`src/hdl/pwo_pkg.sv`:
```
// Package for the 16-bit offset/reload PWM channel.
// Assumes a classic Wishbone slave with 32-bit data, word addressing by byte.
package pwo_pkg;
  // Register byte offsets
  localparam logic [4:0] ADDR_CONTROL = 5'h00;
  localparam logic [4:0] ADDR_OFFSET_CTL = 5'h04;
  localparam logic [4:0] ADDR_RELOAD_CTL = 5'h08;
  localparam logic [4:0] ADDR_CLOCK_CTL = 5'h0c;
  localparam logic [4:0] ADDR_PHASE = 5'h10;
  localparam logic [4:0] ADDR_DUTY = 5'h14;
  localparam logic [4:0] ADDR_PERIOD = 5'h18;
  localparam logic [4:0] ADDR_OFFSET = 5'h1c;
  // Status: flags and counter, unmapped otherwise
  localparam logic [5:0] ADDR_FLAGS = 6'h20;
  localparam logic [5:0] ADDR_COUNTER = 6'h24;
  // Control register fields
  localparam int CTL_ENABLE_BIT = 7;
  localparam int CTL_OUT_BIT = 5;
  localparam int CTL_ACTIVE_LOW_BIT = 4;
  localparam int CTL_MODE_LSB = 2;
  // Offset control fields
  localparam int OFC_MODE_LSB = 5;
  localparam int OFC_DIR_BIT = 4;
  localparam int OFC_MASTER_LSB = 0;
  // Reload control fields
  localparam int LDC_ARMED_BIT = 7;
  localparam int LDC_TRIGGER_BIT = 6;
  localparam int LDC_SEL_LSB = 0;
  // Clock control fields
  localparam int CKC_PRESCALE_LSB = 4;
  localparam int CKC_SOURCE_LSB = 0;
  // Reset values
  localparam logic [7:0] CONTROL_RESET = 8'h00;
  localparam logic [15:0] COUNT_RESET = 16'h0000;
  // Output modes
  localparam logic [1:0] MODE_STANDARD = 2'h0;
  localparam logic [1:0] MODE_SET_MATCH = 2'h1;
  localparam logic [1:0] MODE_TOGGLE = 2'h2;
  localparam logic [1:0] MODE_CENTER = 2'h3;
  // Offset modes
  localparam logic [1:0] OFM_INDEPENDENT = 2'h0;
  localparam logic [1:0] OFM_SLAVE_START = 2'h1;
  localparam logic [1:0] OFM_ONE_SHOT = 2'h2;
  localparam logic [1:0] OFM_CONT_RESET = 2'h3;
  // Clock sources
  localparam logic [1:0] SRC_SYSTEM = 2'h0;
  localparam logic [1:0] SRC_FAST_OSC = 2'h1;
  localparam logic [1:0] SRC_SLOW_OSC = 2'h2;
  // Counter reload value after a repeat master match
  localparam logic [15:0] COUNT_RESTART = 16'h0001;
endpackage

```
`src/hdl/pwo_channel.sv`:
```
// One 16-bit PWM channel with offset modes and double-buffered reload.
// Assumes classic Wishbone on ref_clk_in; sibling triggers and oscillator
// ticks arrive from other clocks and are synchronised here.
`timescale 1ns/100ps
module pwo_channel #(
  parameter int CHANNEL = 0,
  parameter int WIDTH = 16
) (
  // Clock and reset
  input wire logic ref_clk_in,
  input wire logic reset_n_in,
  // Wishbone slave
  input wire logic wb_cyc_in,
  input wire logic wb_stb_in,
  input wire logic wb_we_in,
  input wire logic [5:0] wb_adr_in,
  input wire logic [3:0] wb_sel_in,
  input wire logic [31:0] wb_dat_in,
  output logic [31:0] wb_dat_out,
  output logic wb_ack_out,
  // Oscillator ticks and sleep
  input wire logic fast_osc_tick_in,
  input wire logic slow_osc_tick_in,
  input wire logic sleep_in,
  // Sibling channels, one bit per channel
  input wire logic [3:0] sib_offset_match_in,
  input wire logic [3:0] sib_load_event_in,
  output logic offset_match_event_out,
  output logic load_event_out,
  // Pin and flags
  output logic pwm_out,
  output logic [3:0] match_flags_out
);
  logic [7:0] control_q;
  logic [7:0] ofs_ctl_q;
  logic [7:0] ld_ctl_q;
  logic [7:0] clk_ctl_q;
  logic [WIDTH-1:0] buf_q [4];
  logic [WIDTH-1:0] act_q [4];
  logic dir_buf_q;
  logic dir_act_q;
  logic [WIDTH-1:0] count_q;
  logic down_q;
  logic running_q;
  logic out_q;
  logic out_wr_q;
  logic out_wr_val_q;
  logic trig_seen_q;
  logic [3:0] match_q;
  logic [3:0] flags_q;
  logic [6:0] pre_cnt_q;
  logic [3:0] sib_om_s1_q, sib_om_s2_q, sib_om_s3_q;
  logic [3:0] sib_ld_s1_q, sib_ld_s2_q, sib_ld_s3_q;
  logic [1:0] osc_s1_q, osc_s2_q, osc_s3_q;
  logic sleep_s1_q, sleep_s2_q;
  logic ack_q;
  logic [31:0] rdat_q;

  wire logic enable = control_q[pwo_pkg::CTL_ENABLE_BIT];
  wire logic [1:0] mode = control_q[pwo_pkg::CTL_MODE_LSB +: 2];
  wire logic [1:0] offset_mode_sel = ofs_ctl_q[pwo_pkg::OFC_MODE_LSB +: 2];
  wire logic [1:0] master = ofs_ctl_q[pwo_pkg::OFC_MASTER_LSB +: 2];
  wire logic [1:0] ld_sel = ld_ctl_q[pwo_pkg::LDC_SEL_LSB +: 2];
  wire logic [1:0] src = clk_ctl_q[pwo_pkg::CKC_SOURCE_LSB +: 2];
  wire logic [2:0] pscale = clk_ctl_q[pwo_pkg::CKC_PRESCALE_LSB +: 3];
  wire logic center = (mode == pwo_pkg::MODE_CENTER);
  wire logic req = wb_cyc_in && wb_stb_in && !ack_q;
  wire logic wr = req && wb_we_in && wb_sel_in[0];

  // Synchronisers: first stage feeds only the second
  always_ff @(posedge ref_clk_in)
  begin
    sib_om_s1_q <= sib_offset_match_in;
    sib_om_s2_q <= sib_om_s1_q;
    sib_om_s3_q <= sib_om_s2_q;
    sib_ld_s1_q <= sib_load_event_in;
    sib_ld_s2_q <= sib_ld_s1_q;
    sib_ld_s3_q <= sib_ld_s2_q;
    osc_s1_q <= {slow_osc_tick_in, fast_osc_tick_in};
    osc_s2_q <= osc_s1_q;
    osc_s3_q <= osc_s2_q;
    sleep_s1_q <= sleep_in;
    sleep_s2_q <= sleep_s1_q;
  end

  // Sibling pulses become single-cycle edges; own channel is reserved
  wire logic [3:0] om_rise = sib_om_s2_q & ~sib_om_s3_q;
  wire logic [3:0] ld_rise = sib_ld_s2_q & ~sib_ld_s3_q;
  wire logic master_hit = om_rise[master] && (int'(master) != CHANNEL);
  wire logic ld_trig = ld_rise[ld_sel] && (int'(ld_sel) != CHANNEL);

  // Source tick; system clock stops in sleep, oscillators keep going
  logic src_tick;
  always_comb
  begin
    case (src)
      pwo_pkg::SRC_SYSTEM: src_tick = !sleep_s2_q;
      pwo_pkg::SRC_FAST_OSC: src_tick = osc_s2_q[0] && !osc_s3_q[0];
      pwo_pkg::SRC_SLOW_OSC: src_tick = osc_s2_q[1] && !osc_s3_q[1];
      default: src_tick = 1'b0;
    endcase
  end

  // Prescaler: divide by 2^pscale, one-cycle enable out
  wire logic [6:0] pre_max = 7'((8'h01 << pscale) - 8'h01);
  wire logic tick = src_tick && (pre_cnt_q == pre_max);
  always_ff @(posedge ref_clk_in)
  begin
    if (!reset_n_in || !enable)
      pre_cnt_q <= 7'h00;
    else if (src_tick)
      pre_cnt_q <= (pre_cnt_q == pre_max) ? 7'h00 : pre_cnt_q + 7'h01;
  end

  // Match terms against operating counts
  wire logic [WIDTH-1:0] ph = act_q[0];
  wire logic [WIDTH-1:0] dc = act_q[1];
  wire logic [WIDTH-1:0] pr = act_q[2];
  wire logic [WIDTH-1:0] of = act_q[3];
  wire logic [WIDTH-1:0] ca_up = pr - dc;
  wire logic [WIDTH-1:0] ca_dn = ca_up + 16'h0001;
  wire logic period_hit = center ? (down_q && count_q == 16'h0000) : (count_q == pr);
  wire logic phase_hit = !center && (count_q == ph);
  wire logic duty_hit = center ? (down_q && count_q == ca_dn) : (count_q == dc);
  wire logic ofs_hit = center ? ((count_q == of) && (down_q == dir_act_q))
                              : (count_q == of);
  wire logic run_tick = tick && running_q;
  wire logic period_ev = run_tick && period_hit;

  // Counter and run state per offset mode
  always_ff @(posedge ref_clk_in)
  begin
    if (!reset_n_in || !enable)
    begin
      count_q <= pwo_pkg::COUNT_RESET;
      down_q <= 1'b0;
      running_q <= 1'b0;
    end
    else
    begin
      if (!running_q && (offset_mode_sel == pwo_pkg::OFM_INDEPENDENT))
        running_q <= 1'b1;
      else if (!running_q && master_hit)
        running_q <= 1'b1;
      if (running_q && master_hit && (offset_mode_sel == pwo_pkg::OFM_CONT_RESET))
      begin
        count_q <= pwo_pkg::COUNT_RESTART;
        down_q <= 1'b0;
      end
      else if (run_tick)
      begin
        if (period_ev)
        begin
          count_q <= pwo_pkg::COUNT_RESET;
          down_q <= 1'b0;
          if (offset_mode_sel == pwo_pkg::OFM_ONE_SHOT)
            running_q <= 1'b0;
        end
        else if (center && !down_q && count_q == pr)
          down_q <= 1'b1; // Top held a tick, both ends count twice
        else if (down_q)
          count_q <= count_q - 16'h0001;
        else
          count_q <= count_q + 16'h0001;
      end
    end
  end

  // Output state: in center mode active across 2*duty
  always_ff @(posedge ref_clk_in)
  begin
    if (!reset_n_in || !enable)
      out_q <= 1'b0;
    else if (run_tick)
    begin
      case (mode)
        pwo_pkg::MODE_STANDARD:
          if (duty_hit)
            out_q <= 1'b0;
          else if (phase_hit)
            out_q <= 1'b1;
        pwo_pkg::MODE_SET_MATCH:
          if (out_wr_q)
            out_q <= out_wr_val_q;
          else if (phase_hit)
            out_q <= 1'b1;
        pwo_pkg::MODE_TOGGLE:
          if (phase_hit)
            out_q <= !out_q;
        pwo_pkg::MODE_CENTER:
          if (!down_q && count_q == ca_up)
            out_q <= 1'b1;
          else if (duty_hit)
            out_q <= 1'b0;
        default: out_q <= out_q;
      endcase
    end
  end

  // Software output write waits for the next PWM tick
  always_ff @(posedge ref_clk_in)
  begin
    if (!reset_n_in)
    begin
      out_wr_q <= 1'b0;
      out_wr_val_q <= 1'b0;
    end
    else if (wr && wb_adr_in == 6'(pwo_pkg::ADDR_CONTROL)
             && mode == pwo_pkg::MODE_SET_MATCH)
    begin
      out_wr_q <= 1'b1;
      out_wr_val_q <= wb_dat_in[pwo_pkg::CTL_OUT_BIT];
    end
    else if (run_tick)
      out_wr_q <= 1'b0;
  end

  // Control registers; output bit is hardware owned
  always_ff @(posedge ref_clk_in)
  begin
    if (!reset_n_in)
    begin
      control_q <= pwo_pkg::CONTROL_RESET;
      ofs_ctl_q <= 8'h00;
      clk_ctl_q <= 8'h00;
    end
    else if (wr)
    begin
      if (wb_adr_in == 6'(pwo_pkg::ADDR_CONTROL))
        control_q <= wb_dat_in[7:0] & 8'h9c;
      if (wb_adr_in == 6'(pwo_pkg::ADDR_OFFSET_CTL))
        ofs_ctl_q <= wb_dat_in[7:0] & 8'h63;
      if (wb_adr_in == 6'(pwo_pkg::ADDR_CLOCK_CTL))
        clk_ctl_q <= wb_dat_in[7:0] & 8'h73;
    end
  end

  // Reload arming; with the trigger bit set, a trigger must be seen before the period event
  wire logic armed = ld_ctl_q[pwo_pkg::LDC_ARMED_BIT];
  wire logic on_trig = ld_ctl_q[pwo_pkg::LDC_TRIGGER_BIT];
  wire logic do_load = period_ev && armed && (!on_trig || trig_seen_q);
  wire logic arm_wr = wr && wb_adr_in == 6'(pwo_pkg::ADDR_RELOAD_CTL);
  wire logic arm_now = arm_wr && wb_dat_in[pwo_pkg::LDC_ARMED_BIT] && !armed;
  logic arm_block_q;
  always_ff @(posedge ref_clk_in)
  begin
    if (!reset_n_in)
    begin
      ld_ctl_q <= 8'h00;
      trig_seen_q <= 1'b0;
      arm_block_q <= 1'b0;
    end
    else
    begin
      if (arm_wr)
        ld_ctl_q <= wb_dat_in[7:0] & 8'hc3;
      else if (do_load && !arm_block_q)
        ld_ctl_q[pwo_pkg::LDC_ARMED_BIT] <= 1'b0;
      if (arm_now)
        arm_block_q <= running_q && count_q == pr;
      else if (period_ev)
        arm_block_q <= 1'b0;
      if (!armed || do_load)
        trig_seen_q <= 1'b0;
      else if (ld_trig)
        trig_seen_q <= 1'b1; // Registered, so it counts from the next period event
    end
  end

  // Shadow buffers and transfer, all four plus direction on load; direction alone also while stopped and disabled
  wire logic load_go = do_load && !arm_block_q;
  wire logic idle_load = !running_q && !enable;
  always_ff @(posedge ref_clk_in)
  begin
    if (!reset_n_in)
    begin
      dir_buf_q <= 1'b0;
      dir_act_q <= 1'b0;
    end
    else
    begin
      if (wr && wb_adr_in == 6'(pwo_pkg::ADDR_OFFSET_CTL))
        dir_buf_q <= wb_dat_in[pwo_pkg::OFC_DIR_BIT];
      if (load_go || idle_load)
        dir_act_q <= dir_buf_q;
    end
  end

  for (genvar i = 0; i < 4; i++)
  begin : g_counts
    always_ff @(posedge ref_clk_in)
    begin
      if (!reset_n_in)
      begin
        buf_q[i] <= pwo_pkg::COUNT_RESET;
        act_q[i] <= pwo_pkg::COUNT_RESET;
      end
      else
      begin
        if (wr && wb_adr_in == 6'(pwo_pkg::ADDR_PHASE + 5'(4 * i)))
          buf_q[i] <= wb_dat_in[WIDTH-1:0];
        if (load_go)
          act_q[i] <= buf_q[i];
      end
    end
  end

  // Match edges set flags; set wins over software clear
  wire logic [3:0] match_now = {ofs_hit, phase_hit, duty_hit, period_hit}
                               & {4{running_q && enable}};
  wire logic [3:0] flag_set = match_now & ~match_q;
  wire logic flag_wr = wr && wb_adr_in == pwo_pkg::ADDR_FLAGS;
  always_ff @(posedge ref_clk_in)
  begin
    if (!reset_n_in || !enable)
    begin
      match_q <= 4'h0;
      flags_q <= 4'h0;
    end
    else
    begin
      match_q <= match_now;
      flags_q <= (flags_q & ~(flag_wr ? wb_dat_in[3:0] : 4'h0)) | flag_set;
    end
  end

  // Events to siblings, pin with polarity applied even when disabled
  always_ff @(posedge ref_clk_in)
  begin
    if (!reset_n_in)
    begin
      offset_match_event_out <= 1'b0;
      load_event_out <= 1'b0;
      pwm_out <= 1'b0;
      match_flags_out <= 4'h0;
    end
    else
    begin
      offset_match_event_out <= flag_set[3];
      load_event_out <= load_go;
      pwm_out <= out_q ^ control_q[pwo_pkg::CTL_ACTIVE_LOW_BIT];
      match_flags_out <= flags_q;
    end
  end

  // Wishbone read mux and one-cycle ack
  logic [31:0] rd_mux;
  always_comb
  begin
    rd_mux = 32'h0000_0000;
    case (wb_adr_in)
      6'(pwo_pkg::ADDR_CONTROL): rd_mux = {24'h0, control_q | {2'h0, out_q, 5'h00}};
      6'(pwo_pkg::ADDR_OFFSET_CTL): rd_mux = {24'h0, ofs_ctl_q | {3'h0, dir_buf_q, 4'h0}};
      6'(pwo_pkg::ADDR_RELOAD_CTL): rd_mux = {24'h0, ld_ctl_q};
      6'(pwo_pkg::ADDR_CLOCK_CTL): rd_mux = {24'h0, clk_ctl_q};
      6'(pwo_pkg::ADDR_PHASE): rd_mux = {16'h0, buf_q[0]};
      6'(pwo_pkg::ADDR_DUTY): rd_mux = {16'h0, buf_q[1]};
      6'(pwo_pkg::ADDR_PERIOD): rd_mux = {16'h0, buf_q[2]};
      6'(pwo_pkg::ADDR_OFFSET): rd_mux = {16'h0, buf_q[3]};
      pwo_pkg::ADDR_FLAGS: rd_mux = {28'h0, flags_q};
      pwo_pkg::ADDR_COUNTER: rd_mux = {16'h0, count_q};
      default: rd_mux = 32'h0000_0000;
    endcase
  end

  always_ff @(posedge ref_clk_in)
  begin
    if (!reset_n_in)
    begin
      ack_q <= 1'b0;
      rdat_q <= 32'h0000_0000;
    end
    else
    begin
      ack_q <= req;
      rdat_q <= req ? rd_mux : 32'h0000_0000;
    end
  end

  assign wb_ack_out = ack_q;
  assign wb_dat_out = rdat_q;
endmodule

```
`config.mk`:
```
export PLATFORM = sky130hd
export DESIGN_NAME = pwo_channel
export DESIGN_NICKNAME = d
export VERILOG_FILES = /design/src/hdl/pwo_pkg.sv /design/src/hdl/pwo_channel.sv
export SDC_FILE = /design/constraint.sdc
export NUM_CORES = 1
export LEC_CHECK = 0
export BUFFER_PORTS_ARGS = -buffer_cell sky130_fd_sc_hd__buf_2
export CORE_MARGIN = 2
export CORE_UTILIZATION = 35
export CTS_BUF_LIST = sky130_fd_sc_hd__clkbuf_4
export CTS_CLUSTER_SIZE = 20
export DETAILED_ROUTE_END_ITERATION = 6
export PLACE_DENSITY_LB_ADDON = 0.08
export RECOVER_POWER = 25
export SYNTH_ARGS = -nofsm -noshare
export SYNTH_HDL_FRONTEND = slang
export SYNTH_SLANG_ARGS = --single-unit
```
`constraint.sdc`:
```
create_clock -name ref_clk_in -period 5.47 [get_ports ref_clk_in]
set_clock_uncertainty 0.15 [all_clocks]
set_input_delay 0.8205 -clock ref_clk_in [delete_from_list [all_inputs] [get_ports ref_clk_in]]
set_output_delay 0.8205 -clock ref_clk_in [all_outputs]
set_load 0.01 [all_outputs]
```
* After elaboration in Yosys (flattened, before gate mapping)
Memory sizes are Yosys's and may differ from the RTL's.
Index checks and enable logic that the tools add are counted.
** Word-level totals
- Bits in registers :: 129
- Bits in writable memories :: 128
- Input bits :: 58
- Output and inout bits :: 40
- Logic and storage cells :: 236
- Memories kept :: 2
** Memories
- act_q :: depth 4, width 16, read ports 4, clocked after memory_dff 0, write ports 4, RTL line pwo_channel.sv:39 : logic [WIDTH-1:0] act_q [4];
- buf_q :: depth 4, width 16, read ports 4, clocked after memory_dff 0, write ports 4, RTL line pwo_channel.sv:38 : logic [WIDTH-1:0] buf_q [4];
** Cells by class
- Add/sub/neg operators :: 6
- Magnitude comparators :: 2
- Eq/ne operators :: 28
- Shift operators :: 1
- Muxes and demuxes :: 61
- Bitwise logic cells :: 22
- Reductions and logical operators :: 78
** Operator list (number)
- two-way mux 16 bit :: 11
- one-hot mux 16 bit (10 select lines) :: 1
- == test 16 bit :: 6
- two-way mux 1 bit :: 43
- logical AND 1 bit :: 39
- adder 16 x 1 -> 16 bit (second input constant) :: 2
- == test 6 x 5 -> 1 bit (second input constant) :: 4
- AND 4 bit :: 5
- logical NOT 16 bit :: 1
- NOT 4 bit :: 4
- subtractor 16 x 1 -> 16 bit (second input constant) :: 1
- subtractor 16 bit :: 1
- AND reduction 2 bit :: 7
- nonzero test 2 bit :: 7
- logical NOT 1 bit :: 13
- == test 6 x 4 -> 1 bit (second input constant) :: 2
- == test 6 bit (second input constant) :: 2
- == test 2 bit (second input constant) :: 5
- bitwise OR 1 bit :: 8
- bitwise OR 8 x 6 -> 8 bit :: 1
- adder 7 x 1 -> 7 bit (second input constant) :: 1
- == test 7 bit :: 1
- two-way mux 7 bit :: 1
- bitwise OR 7 x 5 -> 7 bit :: 1
- 21 further kinds :: 31

* Depth between registers and ports, before layout
Gate-level depths: netlist of run 1.
- Depth after elaboration :: 13
- Depth in mapped cells :: 16

* Least setup slack after synthesis of run 1
OpenSTA, ideal clock, no wires.
- Kind :: register to register
- Start :: reg clk_ctl_q[6]
- End :: mem act_q[0][0] (enable)
- Library setup time :: 0.423 ns
- Arrival time :: 3.961 ns
- Setup slack :: 0.935 ns
- Cell stages (with the launch flop) :: 13
- Buffers on the path :: 1
- Path through :: dfxtp_1 > clkbuf_1 > or3_1 > ha_1 > nand2b_1 > mux2_2 > a21oi_1 > a311oi_1 > a211oi_1 > nand3_1 > nor2_1 > nand3b_1 > nand2_1
** RTL lines
- start, declared :: RTL line pwo_channel.sv:37 : logic [7:0] clk_ctl_q;
- start signal, assigned :: RTL line pwo_channel.sv:234 : clk_ctl_q <= wb_dat_in[7:0] & 8'h73;
- end, declared :: RTL line pwo_channel.sv:39

==> flow_summary.toml, run 1 <==
[timing]
fin_ws_ns = 0.8532
finalHoldViolCount = 0
tns_ns = 0
max_freq_mhz = 216.6
setup_violations = 0
tightest_slew_ns = 2.695
slew_headroom_pct = -79.66
rsz0062_at_grt = "false"
holdWs_ns = 0.1760
slew_viol_final = 110
period_minus_slack_ns = 4.617
finalCritPeriodShare_pct = 84.40

[setup_path]
cp-start-kind = "flip-flop"
end_kind = "flip-flop"
path_cells = "or3_1 > ha_1 > nand2b_1 > mux2_2 > a21oi_1 > a311oi_1 > a211oi_1 > nand3_1 > nor4b_2 > buf_4 > and3_1"
crit_fanout = 65
required_ns = 5.86
crit_arrival_ns = 5.01
slowest_delay_ns = 0.84
crit_family = "simple AND/OR/NAND/NOR gates"
crit_type = "flip-flop to flip-flop"
crit_slowest_cell = "a211oi_1"
crit_buf_inv = 1

[final_layout]
nNetsFinal = 1431
syn2layout_area_growth_pct = 14.22
design_area_mm2 = 0.01448
final_core_utilization_pct = 40.60
drive_gt1_share_pct = 17.11
fin_cells = 1848

[detailed_routing]
wire_per_inst_um = 21.06
vias = 9695
route.antenna.remaining_nets = 0
drtIter0Drc = 643
drcViolationCount = 0
wirelength_um = 38920
dr.pass1.iters = 6
avgViaCountPerCell = 5.246

[pwr]
p_leak_nw = 5.611
ir_worst_vdd_v = 0.0001523
finalPower_mw = 4.082
power.density_mw_per_mm2 = 282.0

[yosys]
yosys.area.top_type = "edfxtp_1"
ys_top_cells_by_count = "edfxtp_1 (128), dfxtp_1 (107), nor2_1 (91), xnor2_1 (87), and2_1 (80)"
async_reset_ff_share_pct = 0
yosysUniqueCellTypes = 78
ys_warn_count = 0
synth_seq_cells = 235
synthTopCellsByArea = "edfxtp_1 (30%), dfxtp_1 (17%), xnor2_1 (6.0%)"
yosysMostFrequentCell = "edfxtp_1"
synth.avg_cell_area_um2 = 10.22
ys.flop_type = "edfxtp_1"
synth_top_area_share_pct = 30.33
syn_area_mm2 = 0.01267
syn_inst = 1240
ys_seq_area_share_pct = 47.23
synth_edf_count = 128

[global_routing]
grt_max_degree = 69
grt-ovfl-total = 0
grt_usage_pct = 20.70
grt_antenna_before_repair = 2
grt_pass1_vias = 9348
grt_pass1_wl_um = 58370

[clock_network]
clk_pin_slew_ns = 0.07
worst_skew_pair.late_latency_ns = 0.72
postCtsSetupBuffers = 0
cts_buffer_depth = 3
post_cts_resized = 0
clock-root-buffer = "clkbuf_4"
cts_tree = "built"
htreeDepth = 3
cts_buffers = 71
cts.sinks = 235
ctsHoldBuffers = 9

[outcome]
violations = "max-capacitance violations, max-slew violations"
status = "finished with violations"

[worst_hold_path]
hp-class = "flip-flop to flip-flop"

[placed_design]
post-place-ws_ns = 1.021
portBuffers = 60
gp_congestion = 0.8566
place_area_mm2 = 0.01346
post-dp-hpwl_um = 27310
dp_cells = 1718

[floorplan]
rows = 69
die-height_um = 194.3
dieArea_mm2 = 0.03775
start_util_pct = 35.54
io_pins = 98
dieWidth_um = 194.3
core_area_mm2 = 0.03566

[run]
maxCapViolations = 2
[sequential cells by signal, indices dropped and copies added, names as in the netlist, 5 cells and up]
register / flops
act_q: 64
buf_q: 64
count_q: 16
wb_dat_out: 16
pre_cnt_q: 7
clk_ctl_q: 5
[layer usage]
| layer | track usage (%) | wire length (µm) | vias to the layer above |
|---|---|---|---|
| met5 | 0 | 0 | - |
| li1 | - | - | 4678 |
| met4 | 5.897 | 644 | 0 |
| met3 | 4.286 | 2438 | 53 |
| met1 | 29.27 | 18200 | 4682 |
| met2 | 32.01 | 17640 | 282 |
[final timing paths]
path / from / to / slack [ns] / cells after the start
worst min register to register: sib_om_s1_q[1]$_DFF_P_ / sib_om_s2_q[1]$_DFF_P_ / 0.18 / 0
worst max register to register: clk_ctl_q[6]$_SDFFE_PN0P_ / act_q[1][4]$_SDFFCE_PN0P_ / 0.85 / 11
worst min-delay path: sib_om_s1_q[1]$_DFF_P_ / sib_om_s2_q[1]$_DFF_P_ / 0.18 / 0
worst max-delay path: clk_ctl_q[6]$_SDFFE_PN0P_ / act_q[1][4]$_SDFFCE_PN0P_ / 0.85 / 11
[cell usage in the layout, fill, tap and decap left out, types with 16 or more instances in the layout]
cell type	netlist	layout
nor2_1	91	91
buf_4	16	24
o21ai_0	24	22
and2_0	0	27
nor3_1	33	33
nor2b_1	26	26
mux2i_1	25	25
and3_1	75	75
nand3_1	22	22
conb_1	1	16
nand4_1	21	21
a21oi_1	43	43
xor2_1	32	32
clkbuf_4	0	98
inv_1	37	37
edfxtp_1	128	128
nand2_1	57	56
xnor2_1	87	87
and2_1	80	53
dfxtp_1	107	107
buf_2	6	59
ha_1	32	32
a22oi_1	19	19
[cells by family after synthesis]
kind of cell    after synthesis  share of synthesized area (%)
xor+xnor                    121                          8.629
buf+inv                     126                          4.324
other cells                   1                        0.02959
simple gates                483                          20.92
mux                          46                          4.551
compound gates              194                          10.84
flops                       235                          47.23
fa+ha+maj                    34                          3.475
[where the power goes]
| part | internal (mW) | total (mW) | switching [mW] | leakage (nW) |
|---|---|---|---|---|
| combinational | 0.121 | 0.320 | 0.198 | 2.88 |
| clock | 1.06 | 1.83 | 0.777 | 0.552 |
| sequential | 1.90 | 1.93 | 0.0270 | 2.18 |
| total | 3.08 | 4.08 | 1.00 | 5.61 |
[cell type report]
| cell class | count | area [µm²] |
|---|---|---|
| well taps | 461 | 576.8 |
| multi-input cells | 894 | 6210 |
| inverters | 37 | 138.9 |
| clock inverters | 21 | 211.5 |
| diodes | 2 | 5.005 |
| clock buffers | 98 | 735.7 |
| flip-flops and latches | 235 | 5986 |
| fillers | 3576 | 21180 |
| repair buffers | 100 | 611.8 |
Power figures use the tool's default switching activity.
==> run 2: changes to the inputs <==
==> constraint.sdc (replaced) <==
create_clock -name ref_clk_in -period 4.6 [get_ports ref_clk_in]
set_clock_uncertainty 0.15 [all_clocks]
set_input_delay 0.69 -clock ref_clk_in [delete_from_list [all_inputs] [get_ports ref_clk_in]]
set_output_delay 0.69 -clock ref_clk_in [all_outputs]
set_load 0.01 [all_outputs]
==> flow_summary.toml, run 2 (synthesis gave the netlist of run 1 again) <==
[timing]
setup_violations = 0
rsz0062_at_grt = "false"
max_freq_mhz = 236.2
period_minus_slack_ns = 4.235
tightest_slew_ns = 2.190
finalCritPeriodShare_pct = 92.05
slew_viol_final = 34
tns_ns = 0
slew_headroom_pct = -46.03
finalHoldViolCount = 0

[final_layout]
nNetsFinal = 1433
reg_top3 = "act_q: 64 flops, buf_q: 64 flops"
drive_gt1_share_pct = 17.47
design_area_mm2 = 0.01443
final_cell_mix = "edfxtp_1 (128), dfxtp_1 (107), clkbuf_4 (100)"
syn2layout_area_growth_pct = 13.87
final_common_cell = "edfxtp_1"

[global_routing]
grt_pass1_vias = 9630
grt-ovfl-total = 0
grt_max_degree = 66
grt_usage_pct = 20.74
grt_antenna_before_repair = 3
grt_pass1_wl_um = 59080

[clock_network]
htreeDepth = 3
cts_buffers = 69
postCtsSetupBuffers = 0
clock-root-buffer = "clkbuf_4"
cts_tree = "built"
cts.sinks = 235
cts_buffer_depth = 3
clk_pin_slew_ns = 0.07
worst_skew_pair.late_latency_ns = 0.71

[setup_path]
end_kind = "flip-flop"
required_ns = 5.03
crit_type = "flip-flop to flip-flop"
rrSetupSlack_ns = 0.37
timing.rr.start = "act_q[1][0]$_SDFFCE_PN0P_"
worstSetupStartpoint = "act_q[1][0]$_SDFFCE_PN0P_"
crit_arrival_ns = 4.67
r2r-end = "flags_q[1]$_SDFF_PP0_"
r2r_cells = 13
crit_fanout = 6
crit_end = "flags_q[1]$_SDFF_PP0_"
cp-start-kind = "flip-flop"

[outcome]
status = "finished with violations"
violations = "max-capacitance violations, max-slew violations"

[pwr]
combPwrFrac_pct = 8.4
switching_share_pct = 25.83
p_sw_mw = 1.186
p_leak_nw = 5.593
power.share.clock_pct = 41.7
ir_worst_vdd_v = 0.0001736
internal_power_mw = 3.405
power.density_mw_per_mm2 = 318.1
seqPwrFrac_pct = 50.0

[detailed_routing]
route.antenna.remaining_nets = 0
wl_met2_um = 17370
routed-wl-met3_um = 2174
routed.top_layer = "met5"
wirelength_met1_um = 18530
vias = 9697
wire_per_inst_um = 20.98
dr.pass1.iters = 5
avgViaCountPerCell = 5.225
drtIter0Drc = 703
drcViolationCount = 0
wirelength_um = 38940

[placed_design]
portBuffers = 60
gp_congestion = 0.8246
post-dp-hpwl_um = 28120
place_area_mm2 = 0.01351

[floorplan]
dieWidth_um = 194.3
start_util_pct = 35.54
core_area_mm2 = 0.03566
io_pins = 98
rows = 69
die-height_um = 194.3
dieArea_mm2 = 0.03775

[worst_hold_path]
hp-class = "input port to flip-flop"

[run]
maxCapViolations = 1
[run 2: cell count changes in the layout (fill, tap and decap cells not counted), moves of 2 or more]
cell,change
clkbuf_4,+2
inv_2,+3
bufinv_16,-5
clkinv_1,+2
diode_2,+2
buf_12,+2
buf_4,+3
[run 2: metal layers]
| layer | GRT usage (%) | up-vias |
|---|---|---|
| li1 | - | 4686 |
| met1 | 29.11 | 4659 |
| met2 | 32.12 | 286 |
| met5 | 0 | - |
| met4 | 6.952 | 2 |
| met3 | 3.922 | 64 |
[run 2: final cells by class]
cell class                 instances  area [µm²]
antenna                            4       10.01
tap                              461       576.8
timing repair buffer             104       670.6
sequential                       235        5986
clock inverter                    21       82.58
clock buffer                     100       750.7
multi-input combinational        894        6216
inverter                          37       138.9
fill                            3588       21220
[run 2: worst min path at each step]
stage	startpoint	end	slack, ns	cells after the start
floorplan	osc_s1_q[0]$_DFF_P_	osc_s2_q[0]$_DFF_P_	0.16	0
global placement	sib_om_s1_q[3]$_DFF_P_	sib_om_s2_q[3]$_DFF_P_	0.16	0
detailed placement	osc_s1_q[0]$_DFF_P_	osc_s2_q[0]$_DFF_P_	0.16	0
CTS	wb_dat_in[8]	buf_q[2][8]$_SDFFCE_PN0P_	0.09	2
global route	wb_dat_in[8]	buf_q[1][8]$_SDFFCE_PN0P_	0.12	2
finish	wb_dat_in[8]	buf_q[0][8]$_SDFFCE_PN0P_	0.15	2
[run 2: metrics by stage]
stage	total power, mW	utilization, %	hold slack, ns	cells	setup slack, ns
6_report	4.591	40.47	0.1479	1856	0.3655
5_1_grt	4.817	40.47	0.1196	1855	0.01086
4_1_cts	4.662	40.49	0.08701	1852	0.2125
3_5_place_dp	2.716	37.90	0.1621	1722	0.2174
3_3_place_gp	2.715	37.90	0.1618	1722	0.2921
2_1_floorplan	2.595	-	0.1596	1255	0.06546
[run 2: timing repair]
| item | 4_1_cts | 5_1_grt |
|---|---|---|
| setup endpoints to repair | 0 | 2 |
| hold endpoints to repair | 9 | 0 |
| gates resized for setup | 0 | 2 |
| hold buffers | 9 | 0 |
[run 2: worst max-delay path, cell delays in order, from the launching register on]
cell	delay [ns]
edfxtp_1	0.41
ha_1	0.26
fa_1	0.48
nand2b_1	0.25
a211o_1	0.37
a21o_1	0.23
a2111oi_1	0.46
nor3_1	0.13
nor3_2	0.32
nand3_1	0.12
a221oi_1	0.28
o211ai_1	0.25
o21ba_2	0.27
o31ai_1	0.18
[run 2: power groups by stage]
stage               logic [mW]  registers (mW)  clock network [mW]
floorplan                0.269            2.33                   0
finish                   0.384            2.29                1.91
global placement         0.376            2.34                   0
CTS                      0.384            2.29                1.98
global route             0.421            2.30                2.10
detailed placement       0.377            2.34                   0
